===== config.mk =====
export PLATFORM = sky130hd
export DESIGN_NAME = ipefb_top
export DESIGN_NICKNAME = d
export VERILOG_FILES = /design/src/core/ipefb_pkg.sv /design/src/core/ipefb_arbiter.sv /design/src/core/ipefb_top.sv
export SDC_FILE = /design/constraint.sdc
export NUM_CORES = 1
export LEC_CHECK = 0
export BUFFER_PORTS_ARGS = -buffer_cell sky130_fd_sc_hd__buf_2
export CAP_MARGIN = 25
export CORE_MARGIN = 1.5
export CORE_UTILIZATION = 53
export DETAILED_ROUTE_END_ITERATION = 12
export GPL_ROUTABILITY_DRIVEN = 0
export PLACE_DENSITY = 0.84
export SLEW_MARGIN = 20
export SYNTH_ARGS = -nofsm -noshare
export SYNTH_HDL_FRONTEND = slang
export SYNTH_SLANG_ARGS = --single-unit

===== constraint.sdc =====
create_clock -name pclk -period 10.4 [get_ports pclk]
set_input_delay 0.52 -clock pclk [delete_from_list [all_inputs] [get_ports pclk]]
set_output_delay 0.52 -clock pclk [all_outputs]
set_load 0.005 [all_outputs]

===== src/core/ipefb_pkg.sv =====
/*
 * Constants for the interrupt priority, enable and pending-flag bank.
 * Assumes a 32-bit APB with word-aligned registers, byte address = 4 * index.
 */
package ipefb_pkg;

   // ==========================================================
   // Bus geometry
   localparam int unsigned ADDR_W = 18;
   localparam int unsigned DATA_W = 32;
   localparam int unsigned IDX_W  = 16;

   // ==========================================================
   // Register indices (byte address is four times these)
   localparam logic [IDX_W-1:0] IDX_LVL_KT  = 16'hff20;
   localparam logic [IDX_W-1:0] IDX_LVL_PER = 16'hff21;
   localparam logic [IDX_W-1:0] IDX_EN_KEY  = 16'hff23;
   localparam logic [IDX_W-1:0] IDX_EN_TS   = 16'hff24;
   localparam logic [IDX_W-1:0] IDX_EN_CD   = 16'hff25;
   localparam logic [IDX_W-1:0] IDX_PEND    = 16'hff27;
   localparam logic [IDX_W-1:0] IDX_STS     = 16'hff2e;
   localparam logic [IDX_W-1:0] IDX_MSK     = 16'hff2f;

   // ==========================================================
   // Reset values and implemented-bit masks
   localparam logic [7:0] RST_BYTE  = 8'h00;
   localparam logic [7:0] KEY_BITS  = 8'hf8;
   localparam logic [7:0] CD_BITS   = 8'hfc;
   localparam logic [1:0] WORD_LSB  = 2'h0;

   // ==========================================================
   // Groups in fixed default order, index 0 is the most urgent
   localparam int unsigned NGRP      = 8;
   localparam int unsigned GW        = 3;
   localparam int unsigned GRP_KEY1  = 0;
   localparam int unsigned GRP_KEY0  = 1;
   localparam int unsigned GRP_TM0   = 2;
   localparam int unsigned GRP_TM1   = 3;
   localparam int unsigned GRP_NTM   = 4;
   localparam int unsigned GRP_SER   = 5;
   localparam int unsigned GRP_LCD   = 6;
   localparam int unsigned GRP_TICK  = 7;

   // Two-bit level slots, slot 3 sits in bits 7:6
   localparam int unsigned SLOT_KEY1 = 3;
   localparam int unsigned SLOT_KEY0 = 2;
   localparam int unsigned SLOT_TM1  = 1;
   localparam int unsigned SLOT_TM0  = 0;
   localparam int unsigned SLOT_NTM  = 3;
   localparam int unsigned SLOT_SER  = 2;
   localparam int unsigned SLOT_TICK = 1;
   localparam int unsigned SLOT_LCD  = 0;

   // Level codes: 11 level 3 ... 00 no interrupt
   localparam logic [1:0] LVL_NONE = 2'h0;

   // Picks one two-bit level field from a level byte
   function automatic logic [1:0] level_field(input logic [7:0] b,
                                              input int unsigned slot);
      level_field = b[slot*2 +: 2];
   endfunction

endpackage


===== src/core/ipefb_arbiter.sv =====
/*
 * Level arbiter: picks the pending group of highest level above the CPU mask.
 * Assumes requests and levels are steady within a cycle; purely combinational.
 */
`timescale 1ns/1ps

module ipefb_arbiter #(
   parameter int unsigned NGRP = 8,
   parameter int unsigned GW   = 3
) (
   input  wire logic [NGRP-1:0]   req,
   input  wire logic [2*NGRP-1:0] lvl,
   input  wire logic [1:0]        mask,
   output logic                   win,
   output logic [GW-1:0]          win_grp,
   output logic [1:0]             win_lvl
);

   // ==========================================================
   // Search
   // Best starts at the mask so only strictly higher levels win; a
   // tie keeps the lower index, which is the fixed default order.
   always_comb begin
      logic [1:0] best;
      best    = mask;
      win     = 1'b0;
      win_grp = '0;
      for (int unsigned i = 0; i < NGRP; i++) begin
         if (req[i] && (lvl[2*i +: 2] > best)) begin
            best    = lvl[2*i +: 2];
            win     = 1'b1;
            win_grp = GW'(i);
         end
      end
      win_lvl = best;
   end

endmodule


===== src/core/ipefb_top.sv =====
/*
 * Interrupt priority, enable and key pending-flag bank with an APB slave.
 * Assumes event sources give one-cycle pulses for the keys and steady
 * pending levels for the other sources, whose flags live elsewhere.
 */
// The APB slave port was decided locally.
`timescale 1ns/1ps

// Contract
// - Two level bytes hold key group 1, key group 0, timer 1, timer 0 and then 8-bit timer, serial, clock timer, LCD, high to low.
// - Each two-bit level field means 11 level 3 down to 00 no interrupt, is read/write and resets to zero.
// - The key enable byte holds keys 13 to 10 and key group 0 in bits 7 to 3, with bits 2 to 0 reading zero.
// - The timer byte holds 8-bit underflow, timer 1 match, timer 1 underflow, timer 0 match and timer 0 underflow enables in bits 7 to 3.
// - Bits 2, 1 and 0 of that byte enable serial transmit done, receive done and receive error, all read/write.
// - The clock byte holds minute, 1 Hz, 2 Hz, 8 Hz, 32 Hz and display transfer enables in bits 7 to 2, with bits 1 and 0 reading zero.
// - Every enable resets to zero and reads back as written.
// - The key pending byte shows keys 13 to 10 and key group 0 in bits 7 to 3, resets to zero, and bits 2 to 0 read zero.
// - Writing one to a pending bit clears it and writing zero leaves it.
// - A request is offered only when its level is strictly above the CPU mask level.
// - Equal levels are settled by the fixed default order of the groups.
module ipefb_top #(
   parameter int unsigned ADDR_W = ipefb_pkg::ADDR_W
) (
   input  wire logic              pclk,
   input  wire logic              presetn,
   input  wire logic              psel,
   input  wire logic              penable,
   input  wire logic              pwrite,
   input  wire logic [ADDR_W-1:0] paddr,
   input  wire logic [31:0]       pwdata,
   input  wire logic [3:0]        pstrb,
   output logic [31:0]            prdata,
   output logic                   pready,
   output logic                   pslverr,
   input  wire logic [7:3]        key_event,
   input  wire logic [7:0]        ts_pending,
   input  wire logic [7:2]        cd_pending,
   input  wire logic [1:0]        cpu_mask,
   output logic                   cpu_irq_req,
   output logic [2:0]             cpu_irq_grp,
   output logic [1:0]             cpu_irq_lvl,
   output logic                   irq
);

   // ==========================================================
   // Storage
   logic [7:0]  lvl_kt_q;
   logic [7:0]  lvl_per_q;
   logic [7:0]  en_key_q;
   logic [7:0]  en_ts_q;
   logic [7:0]  en_cd_q;
   logic [7:0]  pend_q;
   logic [7:0]  pend_d;
   logic [7:0]  sts_q;
   logic [7:0]  sts_d;
   logic [7:0]  msk_q;
   logic [31:0] prdata_q;
   logic        pready_q;
   logic        pslverr_q;
   logic        req_q;
   logic [2:0]  grp_q;
   logic [1:0]  lvl_q;
   logic        irq_q;
   logic [7:0]  grp_req_q;

   // ==========================================================
   // Bus decode
   logic                          setup;
   logic                          wr_go;
   logic [ipefb_pkg::IDX_W-1:0]   idx;
   logic                          hit;
   logic [7:0]                    rd_byte;
   logic [7:0]                    wb;

   assign setup = psel && !penable;
   assign idx   = paddr[ipefb_pkg::IDX_W+1:2];
   assign wb    = pwdata[7:0];
   // Only lane 0 carries data; a write without it changes nothing
   assign wr_go = psel && penable && pready_q && pwrite &&
                  !pslverr_q && pstrb[0];

   // Read mux; unimplemented bits come back as zero
   always_comb begin
      hit     = 1'b1;
      rd_byte = ipefb_pkg::RST_BYTE;
      unique case (idx)
         ipefb_pkg::IDX_LVL_KT:  rd_byte = lvl_kt_q;
         ipefb_pkg::IDX_LVL_PER: rd_byte = lvl_per_q;
         ipefb_pkg::IDX_EN_KEY:  rd_byte = en_key_q;
         ipefb_pkg::IDX_EN_TS:   rd_byte = en_ts_q;
         ipefb_pkg::IDX_EN_CD:   rd_byte = en_cd_q;
         ipefb_pkg::IDX_PEND:    rd_byte = pend_q;
         ipefb_pkg::IDX_STS:     rd_byte = sts_q;
         ipefb_pkg::IDX_MSK:     rd_byte = msk_q;
         default:                hit     = 1'b0;
      endcase
   end

   // ==========================================================
   // APB answer
   // Data is captured in the setup cycle so that every output is a
   // flop; the cost is one access cycle with no extra wait states.
   always_ff @(posedge pclk or negedge presetn) begin
      if (!presetn) begin
         pready_q  <= 1'b0;
         pslverr_q <= 1'b0;
         prdata_q  <= '0;
      end else begin
         pready_q  <= setup;
         pslverr_q <= setup &&
                      (!hit || (paddr[1:0] != ipefb_pkg::WORD_LSB) ||
                       ((paddr >> (ipefb_pkg::IDX_W + 2)) != '0));
         if (setup && !pwrite) begin
            prdata_q <= {24'h000000, rd_byte};
         end else if (!setup) begin
            prdata_q <= '0;
         end
      end
   end

   // ==========================================================
   // Level registers, 2-bit fields, all read/write
   always_ff @(posedge pclk or negedge presetn) begin
      if (!presetn) begin
         lvl_kt_q  <= ipefb_pkg::RST_BYTE;
         lvl_per_q <= ipefb_pkg::RST_BYTE;
      end else if (wr_go) begin
         if (idx == ipefb_pkg::IDX_LVL_KT) begin
            lvl_kt_q <= wb;
         end
         if (idx == ipefb_pkg::IDX_LVL_PER) begin
            lvl_per_q <= wb;
         end
      end
   end

   // ==========================================================
   // Enable registers; reserved bits never store
   always_ff @(posedge pclk or negedge presetn) begin
      if (!presetn) begin
         en_key_q <= ipefb_pkg::RST_BYTE;
         en_ts_q  <= ipefb_pkg::RST_BYTE;
         en_cd_q  <= ipefb_pkg::RST_BYTE;
      end else if (wr_go) begin
         if (idx == ipefb_pkg::IDX_EN_KEY) begin
            en_key_q <= wb & ipefb_pkg::KEY_BITS;
         end
         if (idx == ipefb_pkg::IDX_EN_TS) begin
            en_ts_q <= wb;
         end
         if (idx == ipefb_pkg::IDX_EN_CD) begin
            en_cd_q <= wb & ipefb_pkg::CD_BITS;
         end
      end
   end

   // ==========================================================
   // Key pending flags
   // Clear applies first and the event after it, so an event in the
   // clearing cycle is never lost.
   always_comb begin
      pend_d = pend_q;
      if (wr_go && (idx == ipefb_pkg::IDX_PEND)) begin
         pend_d = pend_q & ~wb;
      end
      pend_d = (pend_d | {key_event, 3'h0}) &
               ipefb_pkg::KEY_BITS;
   end

   always_ff @(posedge pclk or negedge presetn) begin
      if (!presetn) begin
         pend_q <= ipefb_pkg::RST_BYTE;
      end else begin
         pend_q <= pend_d;
      end
   end

   // ==========================================================
   // Group requests: pending and enabled, one bit per group
   logic [7:0]  grp_req;
   logic [15:0] grp_lvl;
   logic [7:0]  ts_on;
   logic [7:0]  cd_on;

   assign ts_on = ts_pending & en_ts_q;
   assign cd_on = {cd_pending, 2'h0} & en_cd_q;

   always_comb begin
      grp_req = '0;
      grp_req[ipefb_pkg::GRP_KEY1] = |(pend_q[7:4] & en_key_q[7:4]);
      grp_req[ipefb_pkg::GRP_KEY0] = pend_q[3] & en_key_q[3];
      grp_req[ipefb_pkg::GRP_TM0]  = |ts_on[4:3];
      grp_req[ipefb_pkg::GRP_TM1]  = |ts_on[6:5];
      grp_req[ipefb_pkg::GRP_NTM]  = ts_on[7];
      grp_req[ipefb_pkg::GRP_SER]  = |ts_on[2:0];
      grp_req[ipefb_pkg::GRP_LCD]  = cd_on[2];
      grp_req[ipefb_pkg::GRP_TICK] = |cd_on[7:3];
   end

   // Level vector indexed by group, taken from the two level bytes
   always_comb begin
      grp_lvl = '0;
      grp_lvl[2*ipefb_pkg::GRP_KEY1 +: 2] =
         ipefb_pkg::level_field(lvl_kt_q, ipefb_pkg::SLOT_KEY1);
      grp_lvl[2*ipefb_pkg::GRP_KEY0 +: 2] =
         ipefb_pkg::level_field(lvl_kt_q, ipefb_pkg::SLOT_KEY0);
      grp_lvl[2*ipefb_pkg::GRP_TM1 +: 2] =
         ipefb_pkg::level_field(lvl_kt_q, ipefb_pkg::SLOT_TM1);
      grp_lvl[2*ipefb_pkg::GRP_TM0 +: 2] =
         ipefb_pkg::level_field(lvl_kt_q, ipefb_pkg::SLOT_TM0);
      grp_lvl[2*ipefb_pkg::GRP_NTM +: 2] =
         ipefb_pkg::level_field(lvl_per_q, ipefb_pkg::SLOT_NTM);
      grp_lvl[2*ipefb_pkg::GRP_SER +: 2] =
         ipefb_pkg::level_field(lvl_per_q, ipefb_pkg::SLOT_SER);
      grp_lvl[2*ipefb_pkg::GRP_TICK +: 2] =
         ipefb_pkg::level_field(lvl_per_q, ipefb_pkg::SLOT_TICK);
      grp_lvl[2*ipefb_pkg::GRP_LCD +: 2] =
         ipefb_pkg::level_field(lvl_per_q, ipefb_pkg::SLOT_LCD);
   end

   // ==========================================================
   // Arbitration toward the CPU
   logic       win;
   logic [2:0] win_grp;
   logic [1:0] win_lvl;

   ipefb_arbiter #(
      .NGRP (ipefb_pkg::NGRP),
      .GW   (ipefb_pkg::GW)
   ) u_arb (
      .req     (grp_req),
      .lvl     (grp_lvl),
      .mask    (cpu_mask),
      .win     (win),
      .win_grp (win_grp),
      .win_lvl (win_lvl)
   );

   // Registered request; level 00 never passes since mask is at least 00
   always_ff @(posedge pclk or negedge presetn) begin
      if (!presetn) begin
         req_q <= 1'b0;
         grp_q <= '0;
         lvl_q <= ipefb_pkg::LVL_NONE;
      end else begin
         req_q <= win;
         grp_q <= win ? win_grp : '0;
         lvl_q <= win ? win_lvl : ipefb_pkg::LVL_NONE;
      end
   end

   // ==========================================================
   // Event status: a group whose request newly appears sets its bit
   always_ff @(posedge pclk or negedge presetn) begin
      if (!presetn) begin
         grp_req_q <= '0;
      end else begin
         grp_req_q <= grp_req;
      end
   end

   // New events win over a write-one clear in the same cycle
   always_comb begin
      sts_d = sts_q;
      if (wr_go && (idx == ipefb_pkg::IDX_STS)) begin
         sts_d = sts_q & ~wb;
      end
      sts_d = sts_d | (grp_req & ~grp_req_q);
   end

   always_ff @(posedge pclk or negedge presetn) begin
      if (!presetn) begin
         sts_q <= ipefb_pkg::RST_BYTE;
         msk_q <= ipefb_pkg::RST_BYTE;
         irq_q <= 1'b0;
      end else begin
         sts_q <= sts_d;
         if (wr_go && (idx == ipefb_pkg::IDX_MSK)) begin
            msk_q <= wb;
         end
         irq_q <= |(sts_d & msk_q);
      end
   end

   // ==========================================================
   // Outputs, each straight from a flop
   assign prdata      = prdata_q;
   assign pready      = pready_q;
   assign pslverr     = pslverr_q;
   assign cpu_irq_req = req_q;
   assign cpu_irq_grp = grp_q;
   assign cpu_irq_lvl = lvl_q;
   assign irq         = irq_q;

   // ==========================================================
   // Checks
   property p_evt_sets;
      @(posedge pclk) disable iff (!presetn)
      (key_event != '0) |=>
         ((pend_q[7:3] & $past(key_event)) == $past(key_event));
   endproperty
   a_evt_sets: assert property (p_evt_sets)
      else $error("key event did not set its pending flag");

   property p_w1c;
      @(posedge pclk) disable iff (!presetn)
      (wr_go && idx == ipefb_pkg::IDX_PEND && key_event == '0) |=>
         ((pend_q & $past(wb)) == 8'h00) &&
         ((pend_q | $past(wb)) == ($past(pend_q) | $past(wb)));
   endproperty
   a_w1c: assert property (p_w1c)
      else $error("pending write-one clear misbehaved");

   property p_rsvd_zero;
      @(posedge pclk) disable iff (!presetn)
      (pend_q[2:0] == 3'h0) && (en_key_q[2:0] == 3'h0) &&
      (en_cd_q[1:0] == 2'h0);
   endproperty
   a_rsvd_zero: assert property (p_rsvd_zero)
      else $error("reserved bit became set");

   property p_above_mask;
      @(posedge pclk) disable iff (!presetn)
      cpu_irq_req |-> (cpu_irq_lvl > $past(cpu_mask));
   endproperty
   a_above_mask: assert property (p_above_mask)
      else $error("request offered at or below the mask");

   property p_no_enable_no_req;
      @(posedge pclk) disable iff (!presetn)
      (en_key_q == 8'h00 && en_ts_q == 8'h00 && en_cd_q == 8'h00)
         |=> !cpu_irq_req;
   endproperty
   a_no_enable_no_req: assert property (p_no_enable_no_req)
      else $error("request raised with every enable clear");

   property p_grp_level;
      @(posedge pclk) disable iff (!presetn)
      cpu_irq_req |->
         ($past(grp_lvl) >> (2*cpu_irq_grp)) % 4 == 32'(cpu_irq_lvl);
   endproperty
   a_grp_level: assert property (p_grp_level)
      else $error("winning level does not match its group");

   property p_tie_first;
      @(posedge pclk) disable iff (!presetn)
      (cpu_irq_req && cpu_irq_grp != 3'h0) |->
         !($past(grp_req[0]) && $past(grp_lvl[1:0]) >= cpu_irq_lvl);
   endproperty
   a_tie_first: assert property (p_tie_first)
      else $error("group 0 lost a tie or a higher level");

   property p_ready_once;
      @(posedge pclk) disable iff (!presetn)
      setup |=> pready ##1 !pready;
   endproperty
   a_ready_once: assert property (p_ready_once)
      else $error("pready not a single access cycle");

   property p_enable_readback;
      @(posedge pclk) disable iff (!presetn)
      (wr_go && idx == ipefb_pkg::IDX_EN_TS) |=> en_ts_q == $past(wb);
   endproperty
   a_enable_readback: assert property (p_enable_readback)
      else $error("timer and serial enable byte did not store");

endmodule


==> impl_metrics.toml <==
[global_route]
grtUsageTotal_pct = 26.7
grt_first_pass_wirelength_um = 17600
grt_pass1_vias = 3507
antenna_found_initial = 0
grt_overflow_total = 0
grt_max_degree = 82

[detailed_routing]
avgRoutedWirePerCell_um = 18.5
drc = 0
drt_iter0_markers = 384
num_vias = 3724
finalWirelength_um = 11400
first_pass_iters = 6
drt-vias-per-instance = 6.06
antenna_left = 0

[finish]
layout-drive-gt1-share_pct = 30.6
antenna_cells = 0
fin_util_pct = 62.0
mostFrequentLayoutCell = "dfrtp_1"
syn_to_final_growth_pct = 14.2
fin_nets = 597
final_cell_mix = "81 x dfrtp_1, 68 x buf_2, 58 x nand2_1"

[yosys]
synth.avg_cell_area_sq_um = 10.3
synth-compound-area-share_pct = 15.9
ys_types = 55
ys_warn_count = 0
synth_edf_count = 0
synthSimpleGateAreaFrac_pct = 14.1
async_flop_share_pct = 100
synth_top_family_by_area = "compound AO/OA/AOI/OAI gates"
syn-cell-area_sq_um = 4440
synth-adder-area-share_pct = 3.10
syn_inst = 431
synth_seq_cells = 81
synth-main-ff-cell = "dfrtp_1"
ys_seq_area_share_pct = 45.6
synth-xor-area-share_pct = 0
synth_mux_area_share_pct = 14.2

[worst_setup_path]
reg2reg_slack_ns = 0.60
end_kind = "flip-flop"
worstSetupStartpointType = "flip-flop"
path_class = "reg -> reg"
critical_path.slowest_cell = "or4_1"
max_stage_delay_ns = 0.52
crit_path_max_fanout = 5
critPathLaunch = "lvl_kt_q[7]"
regToRegEndpoint = "cpu_irq_lvl[0]"
r2r_cells = 45
critPathRequiredTime_ns = 10.64
worstPathArrival_ns = 10.04
r2r-start = "lvl_kt_q[7]"

[timing]
setup_viol = 0
min_period_ns = 9.80
finalSetupTns_ns = 0
finalCritPeriodShare_pct = 94.2
max_freq_mhz = 102
hold_viol_final = 0
worst_slew_pin_slew_ns = 0.853
hold_slack_ns = 0.0990
slew-limit-headroom_pct = 43.0
drv_slew = 0
skew_ns = 0.00749

[clocking]
numCtsBuffers = 9
htree_levels = 3
clk_pin_slew_ns = 0.08
cts_root_buffer = "clkbuf_8"
clock_path_buffers = 2
cts_tree = "built"
clk_latency_ns = 0.35
holdBufCountCts = 0
clock-sinks = 81

[pwr]
max-vdd-ir-drop_uv = 101
p_leak_nw = 2.55
pwr_density_cell_nw_per_um2 = 119

[floorplanning]
floorplan.initialDensity_pct = 54.3
dieArea_sq_um = 8940
core_sq_um = 8180
die_h_um = 94.5
boundaryPins = 121
num_rows = 33
fp.dieW_um = 94.5

[placement]
portBuffers = 69
dpl.hpwl_um = 8150

[hold_path]
hp-class = "in -> async"

[run_status]
outcome = "complete, no violations"

[flow_run]
maxCapViolCount = 0
==> timing repair <==
item / CTS / global route
hold endpoints to repair: 0 / 0
resized for setup: 0 / 6
buffers inserted: 0 / 2
setup endpoints to repair: 0 / 6
==> synthesized netlist by cell type (4+ instances only) <==
cell type | instances | share of area [%]
inv_1 | 22 | 1.9
a222oi_1 | 6 | 1.4
buf_4 | 24 | 4.1
nor2_1 | 21 | 1.8
a22oi_1 | 10 | 1.7
mux2i_1 | 8 | 1.8
nand2_1 | 58 | 4.9
dfrtp_1 | 81 | 46
o21ai_0 | 21 | 2.4
a21o_1 | 9 | 1.5
and3_1 | 7 | 0.99
clkbuf_1 | 4 | 0.34
mux2_2 | 49 | 12
nand4_1 | 8 | 1.1
nor3_1 | 4 | 0.45
and2_1 | 4 | 0.56
a21oi_1 | 16 | 1.8
o21ai_1 | 4 | 0.45
or2_2 | 4 | 0.56
ha_1 | 11 | 3.1
nand3_1 | 7 | 0.79
==> power breakdown <==
group / switching, W / internal, W
registers: 0.000000190 / 0.000315
logic: 0.0000258 / 0.0000148
clock network: 0.000111 / 0.000135
==> worst max-delay path, delay by kind of cell, from the launching register on <==
kind,cells,cell delay [ns]
mux,2,0.59
simple gates,15,2.40
buf+inv,1,0.15
fa+ha+maj,8,2.29
flops,1,0.43
compound gates,19,3.82
==> worst max path at each step <==
stage / end / slack (ns)
finish: cpu_irq_lvl[0] / 0.60
global route: cpu_irq_lvl[0] / -0.02
CTS: cpu_irq_lvl[0] / 0.24
detailed placement: cpu_irq_lvl[0] / -0.04
global placement: cpu_irq_lvl[0] / 0.40
floorplan: cpu_irq_lvl[0] / 0.99
==> registers in the layout (all words and copies together) (netlist names) <==
name / count
prdata: 8
sts_q: 8
msk_q: 8
lvl_per_q: 8
en_cd_q: 6
pslverr: 1
cpu_irq_lvl: 2
pready: 1
lvl_kt_q: 8
cpu_irq_req: 1
grp_req_q: 8
en_key_q: 5
pend_q: 5
en_ts_q: 8
irq: 1
cpu_irq_grp: 3
==> kinds of logic (layout without fill, tap and decap cells) <==
kind of cell	Yosys count	count (layout)
simple gates	128	128
other cells	1	24
compound gates	97	97
mux	57	57
flops	81	81
fa+ha+maj	11	11
buf+inv	56	112
==> per-stage QoR <==
stage | power [W] | setup WS (ns) | cells | cell area, sq um
floorplan | 0.000343 | 0.988 | 454 | 4530
global placement | 0.000358 | 0.399 | 597 | 4800
detailed placement | 0.000360 | -0.0352 | 597 | 4800
CTS | 0.000603 | 0.242 | 612 | 5010
global route | 0.000622 | -0.0165 | 615 | 5070
finish | 0.000603 | 0.599 | 615 | 5070
==> cell type report <==
class,instances,area [sq um]
tap,105,131
fill,666,3100
timing repair buffer,75,413
inverter,22,82.6
clock buffer,11,131
multi-input combinational,317,2210
clock inverter,4,77.6
sequential,81,2030
==> layer usage <==
metal  track usage (%)  wire, um
met1              33.4      4390
met2              43.7      5530
met3              6.76      1100
met4              11.9       357
met5                 0         0
(Power assumes the default switching activity.)
